**config.mk**
```make
export PLATFORM = sky130hd
export DESIGN_NAME = ldss_sequencer
export DESIGN_NICKNAME = d
export VERILOG_FILES = /design/src/hdl/ldss_pkg.sv /design/src/hdl/ldss_sw_if.sv /design/src/hdl/ldss_sequencer.sv /design/src/hdl/ldss_switch_clk.sv
export SDC_FILE = /design/constraint.sdc
export NUM_CORES = 1
export LEC_CHECK = 0
export BUFFER_PORTS_ARGS = -buffer_cell sky130_fd_sc_hd__buf_2
export CORE_UTILIZATION = 45
export DETAILED_ROUTE_END_ITERATION = 12
export GPL_TIMING_DRIVEN = 0
export SYNTH_ARGS = -nofsm -noshare
export SYNTH_HDL_FRONTEND = slang
export SYNTH_SLANG_ARGS = --single-unit
```
**constraint.sdc**
```tcl
create_clock -name clk_i -period 14.7 [get_ports clk_i]
set_input_delay 0 -clock clk_i [delete_from_list [all_inputs] [get_ports clk_i]]
set_output_delay 0 -clock clk_i [all_outputs]
set_load 0.01 [all_outputs]
```
**src/hdl/ldss_pkg.sv**
```systemverilog
// Shared constants and types for the LED driver start-up sequencer
package ldss_pkg;
   localparam int unsigned CLK_MHZ = 125;
   localparam int unsigned NUM_STRINGS = 4;
   // Unused-string detection time, microseconds, and its cycle count
   localparam int unsigned DETECT_TIME_US = 1000;
   localparam int unsigned DETECT_CYCLES = DETECT_TIME_US * CLK_MHZ;
   // Internal soft-start length counted in boost switching periods (4 ms at 1 MHz)
   localparam int unsigned SS_SWITCH_PERIODS = 4000;
   // Width of the retained soft-start level
   localparam int unsigned SS_LEVEL_W = 12;
   localparam logic [11:0] SS_LEVEL_FULL = 12'hfff;
   localparam logic [11:0] SS_LEVEL_RESET = 12'h000;
   // Boost period in clock cycles with no external sync (1 MHz free run)
   localparam int unsigned SW_PERIOD_DEFAULT = 125;
   localparam int unsigned SW_PERIOD_W = 16;
   localparam logic [15:0] SW_ON_CYCLES = 16'h0020;

   // Gray codes along shutdown, suspend, detect, soft-start, run
   typedef enum logic [2:0] {
      LDSS_SHUTDOWN  = 3'b000,
      LDSS_SUSPEND   = 3'b001,
      LDSS_DETECT    = 3'b011,
      LDSS_SOFTSTART = 3'b010,
      LDSS_RUN       = 3'b110,
      LDSS_STANDBY   = 3'b111,
      LDSS_THERMAL   = 3'b100
   } ldss_state_e;
endpackage : ldss_pkg

```
**src/hdl/ldss_sw_if.sv**
```systemverilog
// Boost switching clock signals shared between sequencer and clock generator
`timescale 1ns/1ps
`default_nettype none
interface ldss_sw_if;
   logic run;
   logic sw_tick;
   logic gate;
   modport gen (input run, output sw_tick, output gate);
   modport seq (output run, input sw_tick, input gate);
endinterface : ldss_sw_if
`default_nettype wire

```
**src/hdl/ldss_sequencer.sv**
```systemverilog
// Power-state sequencer of a four-string LED backlight driver
`timescale 1ns/1ps
`default_nettype none
module ldss_sequencer #(
   parameter int unsigned NUM_STRINGS = ldss_pkg::NUM_STRINGS,
   parameter int unsigned DETECT_CYCLES = ldss_pkg::DETECT_CYCLES,
   parameter int unsigned SS_SWITCH_PERIODS = ldss_pkg::SS_SWITCH_PERIODS,
   parameter logic [15:0] SW_PERIOD = 16'(ldss_pkg::SW_PERIOD_DEFAULT)
) (
   input wire logic clk_i,
   input wire logic rst_n_i,
   input wire logic ce_i,
   input wire logic enable_i,
   input wire logic regulator_ok_i,
   input wire logic gate_supply_ok_i,
   input wire logic dim_pwm_in_i,
   input wire logic over_temperature_shutdown_i,
   input wire logic boost_sync_clock_in_i,
   input wire logic ext_softstart_done_i,
   input wire logic [NUM_STRINGS-1:0] sink_grounded_i,
   input wire logic [NUM_STRINGS-1:0] string_fault_i,
   input wire logic over_voltage_i,
   output logic internal_regulator_en_o,
   output logic reference_osc_en_o,
   output logic [NUM_STRINGS-1:0] sink_pullup_en_o,
   output logic [NUM_STRINGS-1:0] sink_en_o,
   output logic [NUM_STRINGS-1:0] string_unused_o,
   output logic ext_softstart_charge_o,
   output logic [ldss_pkg::SS_LEVEL_W-1:0] softstart_level_o,
   output logic switch_gate_drive_out_o,
   output logic fault_out_n_o,
   output logic fault_out_n_oe_o,
   output logic [2:0] state_o
);
   ////////////////////////////////////////////////////////////////////////////
   // Declarations
   localparam int unsigned DET_W = $clog2(DETECT_CYCLES + 1);
   localparam int unsigned SSP_W = $clog2(SS_SWITCH_PERIODS + 1);

   ldss_pkg::ldss_state_e state_q;
   ldss_pkg::ldss_state_e state_d;
   logic [DET_W-1:0] det_cnt_q;
   logic [SSP_W-1:0] ss_cnt_q;
   logic [ldss_pkg::SS_LEVEL_W-1:0] ss_level_q;
   logic int_ss_done;
   logic ss_done;
   logic [NUM_STRINGS-1:0] unused_q;
   logic [NUM_STRINGS-1:0] latched_off_q;
   logic fault_q;
   logic gate_supply_q;
   logic supplies_ok;
   logic det_done;
   logic sinks_on;
   logic [NUM_STRINGS-1:0] unused_d;

   ldss_sw_if sw_bus ();

   ////////////////////////////////////////////////////////////////////////////
   // Switching clock generator
   ldss_switch_clk #(
      .PERIOD(SW_PERIOD)
   ) u_switch_clk (
      .clk_i(clk_i),
      .rst_n_i(rst_n_i),
      .ce_i(ce_i),
      .sync_i(boost_sync_clock_in_i),
      .sw(sw_bus.gen)
   );

   assign supplies_ok = regulator_ok_i & gate_supply_ok_i;
   assign det_done = (det_cnt_q >= DET_W'(DETECT_CYCLES - 1));
   assign int_ss_done = (ss_cnt_q >= SSP_W'(SS_SWITCH_PERIODS));
   assign ss_done = int_ss_done & ext_softstart_done_i;
   assign sw_bus.run = (state_q == ldss_pkg::LDSS_SOFTSTART) ||
      (state_q == ldss_pkg::LDSS_RUN);

   ////////////////////////////////////////////////////////////////////////////
   // Next-state logic
   always_comb begin
      state_d = state_q;
      unique case (state_q)
         ldss_pkg::LDSS_SHUTDOWN: begin
            if (enable_i) begin
               state_d = ldss_pkg::LDSS_SUSPEND;
            end
         end
         ldss_pkg::LDSS_SUSPEND: begin
            if (supplies_ok) begin
               state_d = ldss_pkg::LDSS_DETECT;
            end
         end
         ldss_pkg::LDSS_DETECT: begin
            if (det_done) begin
               state_d = ldss_pkg::LDSS_SOFTSTART;
            end
         end
         ldss_pkg::LDSS_SOFTSTART: begin
            if (!dim_pwm_in_i) begin
               state_d = ldss_pkg::LDSS_STANDBY;
            end else if (ss_done) begin
               state_d = ldss_pkg::LDSS_RUN;
            end
         end
         ldss_pkg::LDSS_STANDBY: begin
            if (dim_pwm_in_i) begin
               state_d = ldss_pkg::LDSS_SOFTSTART;
            end
         end
         ldss_pkg::LDSS_RUN: begin
            state_d = ldss_pkg::LDSS_RUN;
         end
         ldss_pkg::LDSS_THERMAL: begin
            if (!over_temperature_shutdown_i) begin
               state_d = ldss_pkg::LDSS_SUSPEND;
            end
         end
         default: begin
            state_d = ldss_pkg::LDSS_SHUTDOWN;
         end
      endcase
      if (state_q != ldss_pkg::LDSS_SHUTDOWN && over_temperature_shutdown_i) begin
         state_d = ldss_pkg::LDSS_THERMAL;
      end
      else if (state_q != ldss_pkg::LDSS_SHUTDOWN && state_q != ldss_pkg::LDSS_THERMAL
            && !supplies_ok) begin
         state_d = ldss_pkg::LDSS_SUSPEND;
      end
      if (!enable_i) begin
         state_d = ldss_pkg::LDSS_SHUTDOWN;
      end
   end

   always_ff @(posedge clk_i) begin
      if (!rst_n_i) begin
         state_q <= ldss_pkg::LDSS_SHUTDOWN;
      end else if (ce_i) begin
         state_q <= state_d;
      end
   end

   ////////////////////////////////////////////////////////////////////////////
   // Detection timer
   always_ff @(posedge clk_i) begin
      if (!rst_n_i) begin
         det_cnt_q <= '0;
      end else if (ce_i) begin
         if (state_q == ldss_pkg::LDSS_DETECT && !det_done) begin
            det_cnt_q <= det_cnt_q + DET_W'(1);
         end else if (state_q != ldss_pkg::LDSS_DETECT) begin
            det_cnt_q <= '0;
         end
      end
   end

   // Unused-string results, one per string
   for (genvar g = 0; g < NUM_STRINGS; g++) begin : g_string
      always_ff @(posedge clk_i) begin
         if (!rst_n_i) begin
            unused_q[g] <= 1'b0;
            latched_off_q[g] <= 1'b0;
         end else if (ce_i) begin
            if (state_q == ldss_pkg::LDSS_SHUTDOWN) begin
               unused_q[g] <= 1'b0;
               latched_off_q[g] <= 1'b0;
            end else begin
               if (state_q == ldss_pkg::LDSS_DETECT && det_done) begin
                  unused_q[g] <= sink_grounded_i[g];
               end
               // faulty string latched off, released by a gate supply cycle
               if (string_fault_i[g] && !unused_q[g] && sinks_on) begin
                  latched_off_q[g] <= 1'b1;
               end else if (gate_supply_q && !gate_supply_ok_i) begin
                  latched_off_q[g] <= 1'b0;
               end
            end
         end
      end
   end

   ////////////////////////////////////////////////////////////////////////////
   // Internal soft-start timer and retained level
   always_ff @(posedge clk_i) begin
      if (!rst_n_i) begin
         ss_cnt_q <= '0;
         ss_level_q <= ldss_pkg::SS_LEVEL_RESET;
      end else if (ce_i) begin
         if (state_q == ldss_pkg::LDSS_SHUTDOWN || state_q == ldss_pkg::LDSS_SUSPEND
               || state_q == ldss_pkg::LDSS_THERMAL) begin
            ss_cnt_q <= '0;
            ss_level_q <= ldss_pkg::SS_LEVEL_RESET;
         end else if (state_q == ldss_pkg::LDSS_RUN) begin
            ss_level_q <= ldss_pkg::SS_LEVEL_FULL;
         end
         // timer stops at the edge that leaves the ramp, resumes here
         else if (state_q == ldss_pkg::LDSS_SOFTSTART && state_d == ldss_pkg::LDSS_SOFTSTART
               && sw_bus.sw_tick && !int_ss_done) begin
            ss_cnt_q <= ss_cnt_q + SSP_W'(1);
            ss_level_q <= ldss_pkg::SS_LEVEL_W'(((ss_cnt_q + 1) * 32'(ldss_pkg::SS_LEVEL_FULL))
               / SS_SWITCH_PERIODS);
         end
      end
   end

   ////////////////////////////////////////////////////////////////////////////
   // Fault latch, cleared only by shutdown or gate supply cycling
   always_ff @(posedge clk_i) begin
      if (!rst_n_i) begin
         fault_q <= 1'b0;
         gate_supply_q <= 1'b0;
      end else if (ce_i) begin
         gate_supply_q <= gate_supply_ok_i;
         if (over_temperature_shutdown_i && state_q != ldss_pkg::LDSS_SHUTDOWN) begin
            fault_q <= 1'b1;
         end else if (over_voltage_i && sinks_on) begin
            fault_q <= 1'b1;
         end else if (|(string_fault_i & ~unused_q) && sinks_on) begin
            fault_q <= 1'b1;
         end
         // enable or gate supply cycle clears
         else if (state_q == ldss_pkg::LDSS_SHUTDOWN || (gate_supply_q && !gate_supply_ok_i)) begin
            fault_q <= 1'b0;
         end
      end
   end

   assign sinks_on = (state_q == ldss_pkg::LDSS_SOFTSTART) || (state_q == ldss_pkg::LDSS_RUN);
   // result as it stands after this edge, so a grounded string never lights
   assign unused_d = (state_q == ldss_pkg::LDSS_DETECT && det_done) ? sink_grounded_i
      : unused_q;

   ////////////////////////////////////////////////////////////////////////////
   // Registered outputs
   always_ff @(posedge clk_i) begin
      if (!rst_n_i) begin
         internal_regulator_en_o <= 1'b0;
         reference_osc_en_o <= 1'b0;
         sink_pullup_en_o <= '0;
         sink_en_o <= '0;
         string_unused_o <= '0;
         ext_softstart_charge_o <= 1'b0;
         softstart_level_o <= ldss_pkg::SS_LEVEL_RESET;
         switch_gate_drive_out_o <= 1'b0;
         fault_out_n_o <= 1'b0;
         fault_out_n_oe_o <= 1'b0;
         state_o <= 3'h0;
      end else if (ce_i) begin
         internal_regulator_en_o <= (state_d != ldss_pkg::LDSS_SHUTDOWN);
         reference_osc_en_o <= (state_d != ldss_pkg::LDSS_SHUTDOWN);
         sink_pullup_en_o <= {NUM_STRINGS{state_d == ldss_pkg::LDSS_DETECT}};
         // sinks off outside ramp and run
         sink_en_o <= (state_d == ldss_pkg::LDSS_SOFTSTART || state_d == ldss_pkg::LDSS_RUN)
            ? ~(unused_d | latched_off_q) : '0;
         string_unused_o <= unused_q;
         ext_softstart_charge_o <= (state_d == ldss_pkg::LDSS_SOFTSTART);
         softstart_level_o <= ss_level_q;
         // drive off at once in standby
         switch_gate_drive_out_o <= sw_bus.gate && (state_d == ldss_pkg::LDSS_SOFTSTART
            || state_d == ldss_pkg::LDSS_RUN) && !over_voltage_i;
         fault_out_n_o <= 1'b0;
         fault_out_n_oe_o <= fault_q;
         state_o <= state_d;
      end
   end
endmodule : ldss_sequencer
`default_nettype wire

```
**src/hdl/ldss_switch_clk.sv**
```systemverilog
// Boost switching clock: free-running period, aligned to sync rising edges
`timescale 1ns/1ps
`default_nettype none
module ldss_switch_clk #(
   parameter logic [15:0] PERIOD = 16'(ldss_pkg::SW_PERIOD_DEFAULT)
) (
   input wire logic clk_i,
   input wire logic rst_n_i,
   input wire logic ce_i,
   input wire logic sync_i,
   ldss_sw_if.gen sw
);
   logic [15:0] cnt_q;
   logic sync_q;
   logic sync_rise;

   assign sync_rise = sync_i & ~sync_q;

   // Sync edge history
   always_ff @(posedge clk_i) begin
      if (!rst_n_i) begin
         sync_q <= 1'b0;
      end else if (ce_i) begin
         sync_q <= sync_i;
      end
   end

   // Period counter, restarted by a sync rising edge
   always_ff @(posedge clk_i) begin
      if (!rst_n_i) begin
         cnt_q <= 16'h0000;
         sw.sw_tick <= 1'b0;
         sw.gate <= 1'b0;
      end else if (ce_i) begin
         if (sync_rise || cnt_q >= PERIOD - 16'h0001) begin
            cnt_q <= 16'h0000;
            sw.sw_tick <= 1'b1;
         end else begin
            cnt_q <= cnt_q + 16'h0001;
            sw.sw_tick <= 1'b0;
         end
         sw.gate <= sw.run && (sync_rise || cnt_q >= PERIOD - 16'h0001 ||
            (cnt_q + 16'h0001) < ldss_pkg::SW_ON_CYCLES);
      end
   end
endmodule : ldss_switch_clk
`default_nettype wire
```
== Yosys cells after proc, flatten, opt, wreduce, memory -nomap -nowiden ==
Cells that the tools add are included.

* Reduce and logical (&&, ||, !) cells: 60
* Multiplexer cells: 43
* Equal/unequal tests: 12
* Bitwise logic cells: 8
* Magnitude comparators: 4
* Multipliers: 1
* Add/subtract/negate cells: 4
* Divide/modulo/power cells: 1

{| class="wikitable"
|+ Operator list
! operator !! number
|-
| $mux W12 || 6
|-
| $mux W17 || 2
|-
| $div A32 B12 Y32 const B || 1
|-
| $mux W3 || 9
|-
| $mul A13 B12 Y25 const B || 1
|-
| $logic_and A1 B1 Y1 || 22
|-
| $mux W1 || 22
|-
| $pmux W3 S7 || 1
|-
| $reduce_bool A3 Y1 || 7
|-
| $add A17 B1 Y17 const B || 1
|-
| $ge A17 B17 Y1 const B || 1
|-
| $add A16 B1 Y16 const B || 1
|-
| $ge A16 B7 Y1 const B || 1
|-
| $lt A16 B6 Y1 const B || 1
|-
| $mux W16 || 1
|-
| $reduce_and A2 Y1 || 8
|-
| $add A12 B1 Y13 const B || 1
|-
| $add A12 B1 Y12 const B || 1
|-
| $eq A3 B2 Y1 const B || 4
|-
| $eq A3 B3 Y1 const B || 4
|-
| $ge A12 B12 Y1 const B || 1
|-
| $logic_not A1 Y1 || 9
|-
| $mux W4 || 2
|-
| $not A4 Y4 || 2
|-
| 14 further kinds || 24
|}

* Bits in registers: 98
* Input port bits: 19

== Depth between registers and ports, before layout ==
Gate-level depths: netlist of run 1.

* Depth after elaboration: 15
* Mapped depth: 61
* Mapped depth without buffers: 51

== Cells and area by module ==
Synthesis of run 1 repeated with hierarchy kept, for this count alone.

* Cells, all modules: 1,577
* Area, all modules: 12,562.0 um2

{| class="wikitable"
|+ By module, submodules not included
! module !! instances !! sequential area each (um2) !! cells an instance !! area an instance (um2)
|-
| ldss_sequencer || 1 || 1,581.5 || 1,465 || 11,546.1
|-
| ldss_switch_clk || 1 || 380.4 || 112 || 1,016.0
|}

== Worst setup path after synthesis of run 1 ==
No wires, ideal clock.

* Kind: register to register
* Start point: register ss_cnt_q[3]
* End point: register ss_level_q[1] (netlist bit)
* Arrival time: 12.744 ns
* Path buffers: 6
* Setup slack: 1.842 ns
* Stages on the path, launching flop included: 55
* Path through: dfxtp_1 and4_1 and2_1 and3_1 nand3_1 xor2_1 inv_1 xnor2_1 ha_1 or2_2 fa_1 fa_1 fa_1 inv_1 fa_1 inv_1 ha_1 buf_2 (+19 left out) o211ai_1 nand4_1 o2bb2ai_4 o31ai_4 mux2_4 o31ai_1 o221ai_1 xnor2_1 nand4_2 o21a_1 buf_6 a21o_1 a211o_1 buf_6 a311oi_2 nand3b_1 a311oi_1 o21a_1

* Longest elaborated chain between the ends: 14
* Elaborated cells on any way between the ends: 21
* Classes of those cells: add/sub (1); mul (1); div (1); order compare (1); eq/ne (1); mux (9); bitwise (1); reduce/logical (6)

{| class="wikitable"
|+ Ends and longest elaborated chain
! item !! RTL line !! source
|-
| start: declaration || ldss_sequencer.sv:43 || <nowiki>logic [SSP_W-1:0] ss_cnt_q;</nowiki>
|-
| start signal: assignment || ldss_sequencer.sv:197 || <nowiki>ss_cnt_q <= ss_cnt_q + SSP_W'(1);</nowiki>
|-
| branches (longest 14 deep; another with $div A32 B12 Y32) || -- ||
|-
| end signal: assignment || ldss_sequencer.sv:190 || <nowiki>ss_level_q <= ldss_pkg::SS_LEVEL_RESET;</nowiki>
|-
| end signal: assignment || ldss_sequencer.sv:192 || <nowiki>ss_level_q <= ldss_pkg::SS_LEVEL_FULL;</nowiki>
|-
| end signal: assignment || ldss_sequencer.sv:198 || <nowiki>ss_level_q <= ldss_pkg::SS_LEVEL_W'(((ss_cnt_q + 1) * 32'(ldss_pkg::SS_LEVEL_FULL))</nowiki>
|-
| end: declaration || ldss_sequencer.sv:44 || <nowiki>logic [ldss_pkg::SS_LEVEL_W-1:0] ss_level_q;</nowiki>
|}

Several ways; the timed one is not identified. The select of a mux whose other input is x is not followed.
A chain may end at the register's enable or synchronous reset.

== Worst setup path after layout of run 1 ==
* Start point: register ss_cnt_q[2]
* End point: register ss_level_q[1] (netlist bit)

Same word-level chain as after synthesis.

==> metrics.md, run 1 <==
| Metric | Value |
|---|---|
| Outcome | `completed` |
| Clock skew | `0.00939 ns` |
| Slew at the pin closest to its max-slew limit | `0.888 ns` |
| Net switching power | `roughly 0.00014 W` |
| WL met2 | `between 15,000 and 20,000 um` |
| Final Wtd Congestion | `0.890` |
| Async set or reset register ratio after synthesis | `0%` |
| Post-synth EDFFs | `0` |
| # DRC | `0` |
| Area of the multi-input gates | `~0.01 mm^2` |
| FF-to-FF End | `ss_level_q[1]` |
| First-pass GRT wire length | `~55,000 um` |
| Fillcell total | `between 2k and 3k` |
| Dominant cells by area after synthesis | `dfxtp_1, fa_1, ha_1` |
| DRT Pass-1 Iters | `8` |
| # H-tree levels | `3` |
| Reg-to-reg slack, setup | `approximately 0.66 ns` |
| Sequential power share | `between 40 and 50%` |
| Count of mapped cells out of synthesis | `around 1.5k` |
| CP endpoint kind | `register` |
| Post-synth net total | `1,686` |
| Core Util, Final | `a little over half` |
| Most common cell in the netlist | `nor2_1` |
| Die Span Y | `around 170 um` |
| Worst setup endpoint | `ss_level_q[1]` |
| Fin crit share | `95.5%` |
| Pint | `about 0.00042 W` |
| Fin area | `~0.014 mm^2` |
| Iter 0 DRT Violations | `a little under 800` |
| Synth warn | `0` |
| Initial Util | `46.1%` |
| Skew-Pair Late Insertion Delay | `~0.35 ns` |
| Clk slew on worst S/H paths | `roughly 0.07 ns` |
| Crit path largest cell delay | `approximately 0.57 ns` |
| Pleak | `roughly 6 nW` |
| Crit start category | `register` |
| Mean Syn Cell Area | `slightly above 8 um^2` |
| Largest net degree at the start of global routing | `20` |
| Initial antenna violation count | `0` |
| Synth area leader | `dfxtp_1` |
| Final wirelength | `between 30,000 and 40,000 um` |
| GRT Residual Overflow | `0` |
| Combinational Power Share | `under 10%` |
| Seq/Total Area, Yosys | `15.8%` |
| Fmax | `71.2 MHz` |
| Top Metal Used | `met4` |
| FF-to-FF Start | `ss_cnt_q[2]` |
| Placed inst area | `approximately 0.013 mm^2` |
| Net Sw Frac | `between 20 and 25%` |
| Tightest Hold Check Type | `primary input to register` |
| TritonCTS clock tree | `yes` |
| Layout area overhead | `14.5%` |
| CTS Buf Count | `9` |
| Max Cap Viol | `0` |
| Final Hold Vio Count | `0` |
| GR Util All Layers | `between 20 and 25%` |
| CP most frequent cell | `fa_1` |
| Fraction of layout cells with a size suffix above 1 | `15.5%` |
| Final setup fails | `0` |
| Peak VDD IR | `between 60 and 70 uV` |
| Top FF cell, synth | `dfxtp_1` |
| DR WL met3 | `1260 um` |
| I/O pin count | `52` |
| CTS Buffer Depth | `2` |
| Crit path time final | `14.04 ns` |
| Die X | `168 um` |
| M1 WL | `around 16,000 um` |
| Worst Path Arrival | `about 14 ns` |
| Post-synth top area share | `between 15 and 20%` |
| CTS root buffer | `clkbuf_16` |
| Slew headroom | `40.6%` |
| Place WS | `-0.430 ns` |
| PwrDens | `between 30 and 40 mW/mm^2` |
| ANT nets after route | `0` |
| Critical path class | `register to register` |
| Worst setup margin | `around 0.66 ns` |
| Final count of pins violating max slew | `0` |
| DIE AREA | `approximately 0.028 mm^2` |
| Routed len/inst | `16.8 um` |
| Critical Path Fanout Max | `9` |
| Vias per inst | `5.94` |
| Synth unique cells | `about 120` |
| N_diodes | `0` |
| #FFs+latches synth | `98` |
| CP startpoint | `ss_cnt_q[2]` |
| CORE AREA | `between 0.02 and 0.03 mm^2` |
| HPWL after DPL | `around 26,000 um` |
| Vias in the first global route | `about 11k` |
| Rows | `60` |
| Worst endpoint required time | `14.95 ns` |
| Port Buffers | `50` |
| FF-to-FF path depth | `53` |
| DR vias | `~12k` |
| Clock tree sinks | `98` |
| Sequential Area | `roughly 0.0020 mm^2` |
| Post-Syn Area | `0.0125 mm^2` |
| Final nets | `approximately 1.8k` |
| Slowest CP cell | `fa_1` |
| Leading cell types by count after synthesis | `nor2_1, dfxtp_1, inv_1, a21oi_1, nand2_1` |
| Clock Power Share | `~45%` |
[registers in the layout, summed over array words and instances (netlist names), 3 cells and up]
signal              flops
det_cnt_q              17
latched_off_q           4
sink_en_o               4
softstart_level_o      12
ss_cnt_q               12
ss_level_q             12
state_o                 3
string_unused_o         4
u_switch_clk.cnt_q     16
unused_q                4
[layout make-up]
| class | count | area share [%] |
|---|---|---|
| buffer | 63 | 2.28 |
| tap | 341 | 2.99 |
| sequential | 98 | 13.8 |
| clock buffer | 9 | 1.58 |
| inverter | 98 | 2.58 |
| timing repair buffer | 90 | 4.00 |
| multi-input combinational | 1283 | 72.1 |
| clock inverter | 7 | 0.694 |
[metal layers]
layer,GRT usage (%),vias up
met4,5.65,0
met3,1.43,41
met2,40.6,298
met1,30.9,5587
li1,-,5879
met5,0,-
[cells by family after synthesis]
logic type / count (synthesis) / synth area share (%)
flip-flops: 98 / 15.8
adder cells (fa/ha/maj): 128 / 15.8
buffers and inverters: 161 / 5.56
multiplexers: 44 / 3.72
XOR/XNOR: 125 / 9.03
AO/OA/AOI/OAI: 450 / 27.5
other: 1 / 0.0301
AND/OR/NAND/NOR: 535 / 22.7
[power by group through the flow]
stage,clock network [W],logic (W),registers (W)
global route,0.000266,0.0000428,0.000268
global placement,0,0.0000361,0.000274
CTS,0.000254,0.0000382,0.000268
detailed placement,0,0.0000363,0.000274
finish,0.000249,0.0000390,0.000268
floorplan,0,0.0000238,0.000274
[placed cells by master (no fill, tap or decap), types with 21 or more instances in the layout]
cell type	n
nand4_1	25
buf_4	40
fa_1	48
a21oi_1	90
ha_1	76
clkbuf_1	35
nor2_1	116
a21o_1	23
nor2b_1	69
buf_2	60
o211ai_1	21
mux2i_1	30
o21ai_0	56
a31oi_1	21
dfxtp_1	97
xnor2_1	64
and2_1	26
nand3_1	54
nor3_1	38
nand2_1	93
xor2_1	44
inv_1	98
[worst max-delay path, delay by kind of cell (launching register included)]
family,cells,cell delay [ns]
flip-flops,1,0.43
multiplexers,1,0.33
AND/OR/NAND/NOR,16,4.01
adder cells (fa/ha/maj),6,2.57
XOR/XNOR,2,0.44
buffers and inverters,8,1.01
AO/OA/AOI/OAI,20,5.12
[timing repair]
action / in CTS / in global routing
gates resized for setup: 3 / 79
setup endpoints to repair: 3 / 4
hold buffers: 8 / 0
hold endpoints to repair: 9 / 0
pin swaps: 1 / 16
gates cloned: 0 / 0
buffers inserted: 3 / 29
[stage by stage]
| step | instances | hold WS, ns | TNS [ns] | power [W] |
|---|---|---|---|---|
| floorplan | 1542 | 0.169 | 0 | 0.000298 |
| global placement | 1933 | 0.307 | -0.770 | 0.000310 |
| detailed placement | 1933 | 0.318 | -0.979 | 0.000310 |
| CTS | 1960 | 0.00988 | 0 | 0.000560 |
| global route | 1989 | 0.0396 | -0.134 | 0.000577 |
| finish | 1989 | 0.00653 | 0 | 0.000556 |
[how the worst min path moves through the flow]
| stage | to | slack [ns] | depth (start not counted) | from |
|---|---|---|---|---|
| 6_report | gate_supply_q | 0.007 | 3 | gate_supply_ok_i |
| 5_1_grt | gate_supply_q | 0.04 | 3 | gate_supply_ok_i |
| 4_1_cts | gate_supply_q | 0.01 | 3 | gate_supply_ok_i |
| 3_5_place_dp | u_switch_clk.sync_q | 0.32 | 3 | boost_sync_clock_in_i |
| 3_3_place_gp | unused_q[3] | 0.31 | 3 | sink_grounded_i[3] |
| 2_1_floorplan | gate_supply_q | 0.17 | 2 | gate_supply_ok_i |
No activity file was read; power rests on OpenSTA's default activity.
==> run 2, diff against run 1 <==
CORE_UTILIZATION = 65   (was 45)
PLACE_DENSITY = 0.83   (was default)
==> run 2 against run 1 <==
  * Global-route usage up 9.4 points
  * Worst hold slack improved by 0.012 ns
  * Clock skew decreased by 0.0046 ns
  * Wire length down 1.4%
  * Total power shrank 2.0%
  * Cell count is 5.9% lower
  * Highest routed layer unchanged
==> metrics.md, run 2 (synthesized netlist as in run 1, its figures left out) <==
| Metric | Value |
|---|---|
| Final count of pins violating max slew | `0 (unchanged)` |
| Crit path largest cell delay | `0.58 ns (was 0.57 ns)` |
| Worst endpoint required time | `14.97 ns (was 14.95 ns)` |
| Clk slew on worst S/H paths | `0.07 ns (about the same)` |
| PwrDens | `39.0 mW/mm^2 (about the same)` |
| Critical Path Fanout Max | `10 (was 9)` |
| Placed inst area | `0.0130 mm^2 (was 0.0131 mm^2)` |
| CTS root buffer | `clkbuf_16 (unchanged)` |
| DIE AREA | `0.0197 mm^2 (was 0.0283 mm^2)` |
| # H-tree levels | `3 (unchanged)` |
| ANT nets after route | `0 (unchanged)` |
| Fraction of layout cells with a size suffix above 1 | `14.8% (was 15.5%)` |
| Top Registers | `det_cnt_q: 17 flops, u_switch_clk.cnt_q: 16 flops (unchanged)` |
| Cell total after placement | `1,826 (was 1,933)` |
| Final setup fails | `0 (unchanged)` |
| CP endpoint kind | `register (unchanged)` |
| Top reg by flops | `det_cnt_q (unchanged)` |
| Worst Path Arrival | `14.41 ns (was 14.29 ns)` |
| # DRC | `0 (unchanged)` |
| TritonCTS clock tree | `yes (unchanged)` |
| Initial antenna violation count | `0 (unchanged)` |
| Buffers plus inverters on the worst setup path | `7 (was 8)` |
| Fillcell total | `1,407 (was 2,575)` |
| Die Span Y | `140 um (was 168 um)` |
| Crit path time final | `14.14 ns (was 14.04 ns)` |
| Iter 0 DRT Violations | `1,095 (was 788)` |
| Slew at the pin closest to its max-slew limit | `0.888 ns (about the same)` |
| DRT Pass-1 Iters | `5 (was 8)` |
| Skew-Pair Late Insertion Delay | `0.35 ns (about the same)` |
| Crit start category | `register (unchanged)` |
| Filler-free cell count of the finished design | `1,871 (was 1,989)` |
| Layout area overhead | `12.3% (was 14.5%)` |
| Outcome | `completed (unchanged)` |
| Final Hold Vio Count | `0 (unchanged)` |
| Largest net degree at the start of global routing | `18 (was 20)` |
| Fin area | `0.0140 mm^2 (was 0.0143 mm^2)` |
| Port Buffers | `50 (unchanged)` |
| GRT Residual Overflow | `0 (unchanged)` |
| Slowest CP cell | `fa_1 (unchanged)` |
| Overall Power | `0.000545 W (was 0.000556 W)` |
| Max Cap Viol | `0 (unchanged)` |
| Max reg flops | `17 (unchanged)` |
| Initial Util | `66.3% (was 46.1%)` |
| HPWL after DPL | `24,800 um (was 26,200 um)` |
| Tightest Hold Check Type | `primary input to register (unchanged)` |
| Vias per inst | `6.57 (was 5.94)` |
| Clock skew | `0.00478 ns (was 0.00939 ns)` |
| N_diodes | `0 (unchanged)` |
| Peak VDD IR | `50.0 uV (was 69.3 uV)` |
| CTS Buf Count | `9 (unchanged)` |
| CP most frequent cell | `fa_1 (unchanged)` |
| Fmax | `70.7 MHz (was 71.2 MHz)` |
| Top Family by Delay on Critical Path | `compound AO/OA/AOI/OAI gates (unchanged)` |
| Fin crit share | `96.2% (was 95.5%)` |
| Final nets | `1,776 (was 1,787)` |
| Rows | `50 (was 60)` |
| Most common cell after layout, fill and taps aside | `nor2_1 (unchanged)` |
| CORE AREA | `0.0188 mm^2 (was 0.0270 mm^2)` |
| First-pass GRT wire length | `53,600 um (was 54,900 um)` |
| Commonest cells after routing, fill and taps aside | `nor2_1, inv_1, dfxtp_1 (unchanged)` |
| Clock tree sinks | `98 (unchanged)` |
| I/O pin count | `52 (unchanged)` |
| DR vias | `12.3k (was 11.8k)` |
| Die X | `140 um (was 168 um)` |
| Pleak | `5.93 nW (was 5.98 nW)` |
| Final Wtd Congestion | `0.948 (was 0.890)` |
| GR Util All Layers | `32.6% (was 23.2%)` |
| Slew headroom | `40.4% (was 40.6%)` |
| Final wirelength | `33,000 um (was 33,500 um)` |
| CTS Buffer Depth | `2 (unchanged)` |
| Vias in the first global route | `11.5k (was 11.1k)` |
| Routed len/inst | `17.7 um (was 16.8 um)` |
| Critical path class | `register to register (unchanged)` |
-- run 2: metrics by stage --
| stage | setup TNS, ns | hold slack (ns) | utilization [%] | setup slack [ns] |
|---|---|---|---|---|
| after floorplan | 0 | 0.169 | - | 1.84 |
| after global placement | 0 | 0.287 | 69.2 | 0.00485 |
| after detailed placement | -0.675 | 0.320 | 69.2 | -0.332 |
| after CTS | 0 | 0.00490 | 71.5 | 0.171 |
| after global routing | -0.282 | 0.0466 | 74.5 | -0.157 |
| final | 0 | 0.0188 | 74.5 | 0.561 |
-- run 2: where the power goes --
part	switching, W	internal, W	total (W)
combinational	0.0000237	0.0000150	0.0000387
clock	0.000104	0.000134	0.000239
sequential	0.00000133	0.000267	0.000268
total	0.000129	0.000416	0.000545
-- run 2: layout make-up --
type | count | area (um^2) | area share, %
Timing Repair Buffer | 80 | 508 | 3.63
Clock buffer | 10 | 229 | 1.64
Tap cell | 234 | 293 | 2.09
Clock inverter | 6 | 75.1 | 0.537
Buffer | 61 | 323 | 2.31
Sequential cell | 98 | 1960 | 14.0
Multi-Input combinational cell | 1284 | 10200 | 73.1
Inverter | 98 | 368 | 2.63
-- run 2: path summary, 6_finish.rpt --
kind	start	endpoint	slack [ns]	cells after the start
max	ss_cnt_q[2]	ss_level_q[0]	0.56	52
min	over_voltage_i	fault_q	0.02	3
max reg2reg	ss_cnt_q[2]	ss_level_q[0]	0.56	52
min reg2reg	ss_level_q[4]	ss_level_q[4]	0.47	2
-- run 2: layer usage --
layer  part of all wire [%]  global-route usage [%]  routed length, um
met5                      0                       0                  0
met4                    3.3                    12.7               1100
met3                    6.1                    3.73               2010
met2                     50                    59.1              16400
met1                     41                    39.2              13500
-- run 2: worst reg2reg max path: cells and delay by family, from the launching register on --
kind | cells | cell delay, ns
AOI/OAI and AO/OA | 18 | 4.52
and+or+nand+nor | 16 | 4.06
adders and majority gates | 6 | 2.54
buffers and inverters | 7 | 0.96
muxes | 2 | 0.86
xor gates and xnor gates | 3 | 0.70
DFF | 1 | 0.44
-- run 2: timing repair --
item	in CTS	in global routing
hold buffers	8	0
endpoints found under the setup margin	3	4
buffers inserted	2	20
pin swaps	1	17
cloned	0	1
endpoints found under the hold margin	8	0
resized for setup	4	74
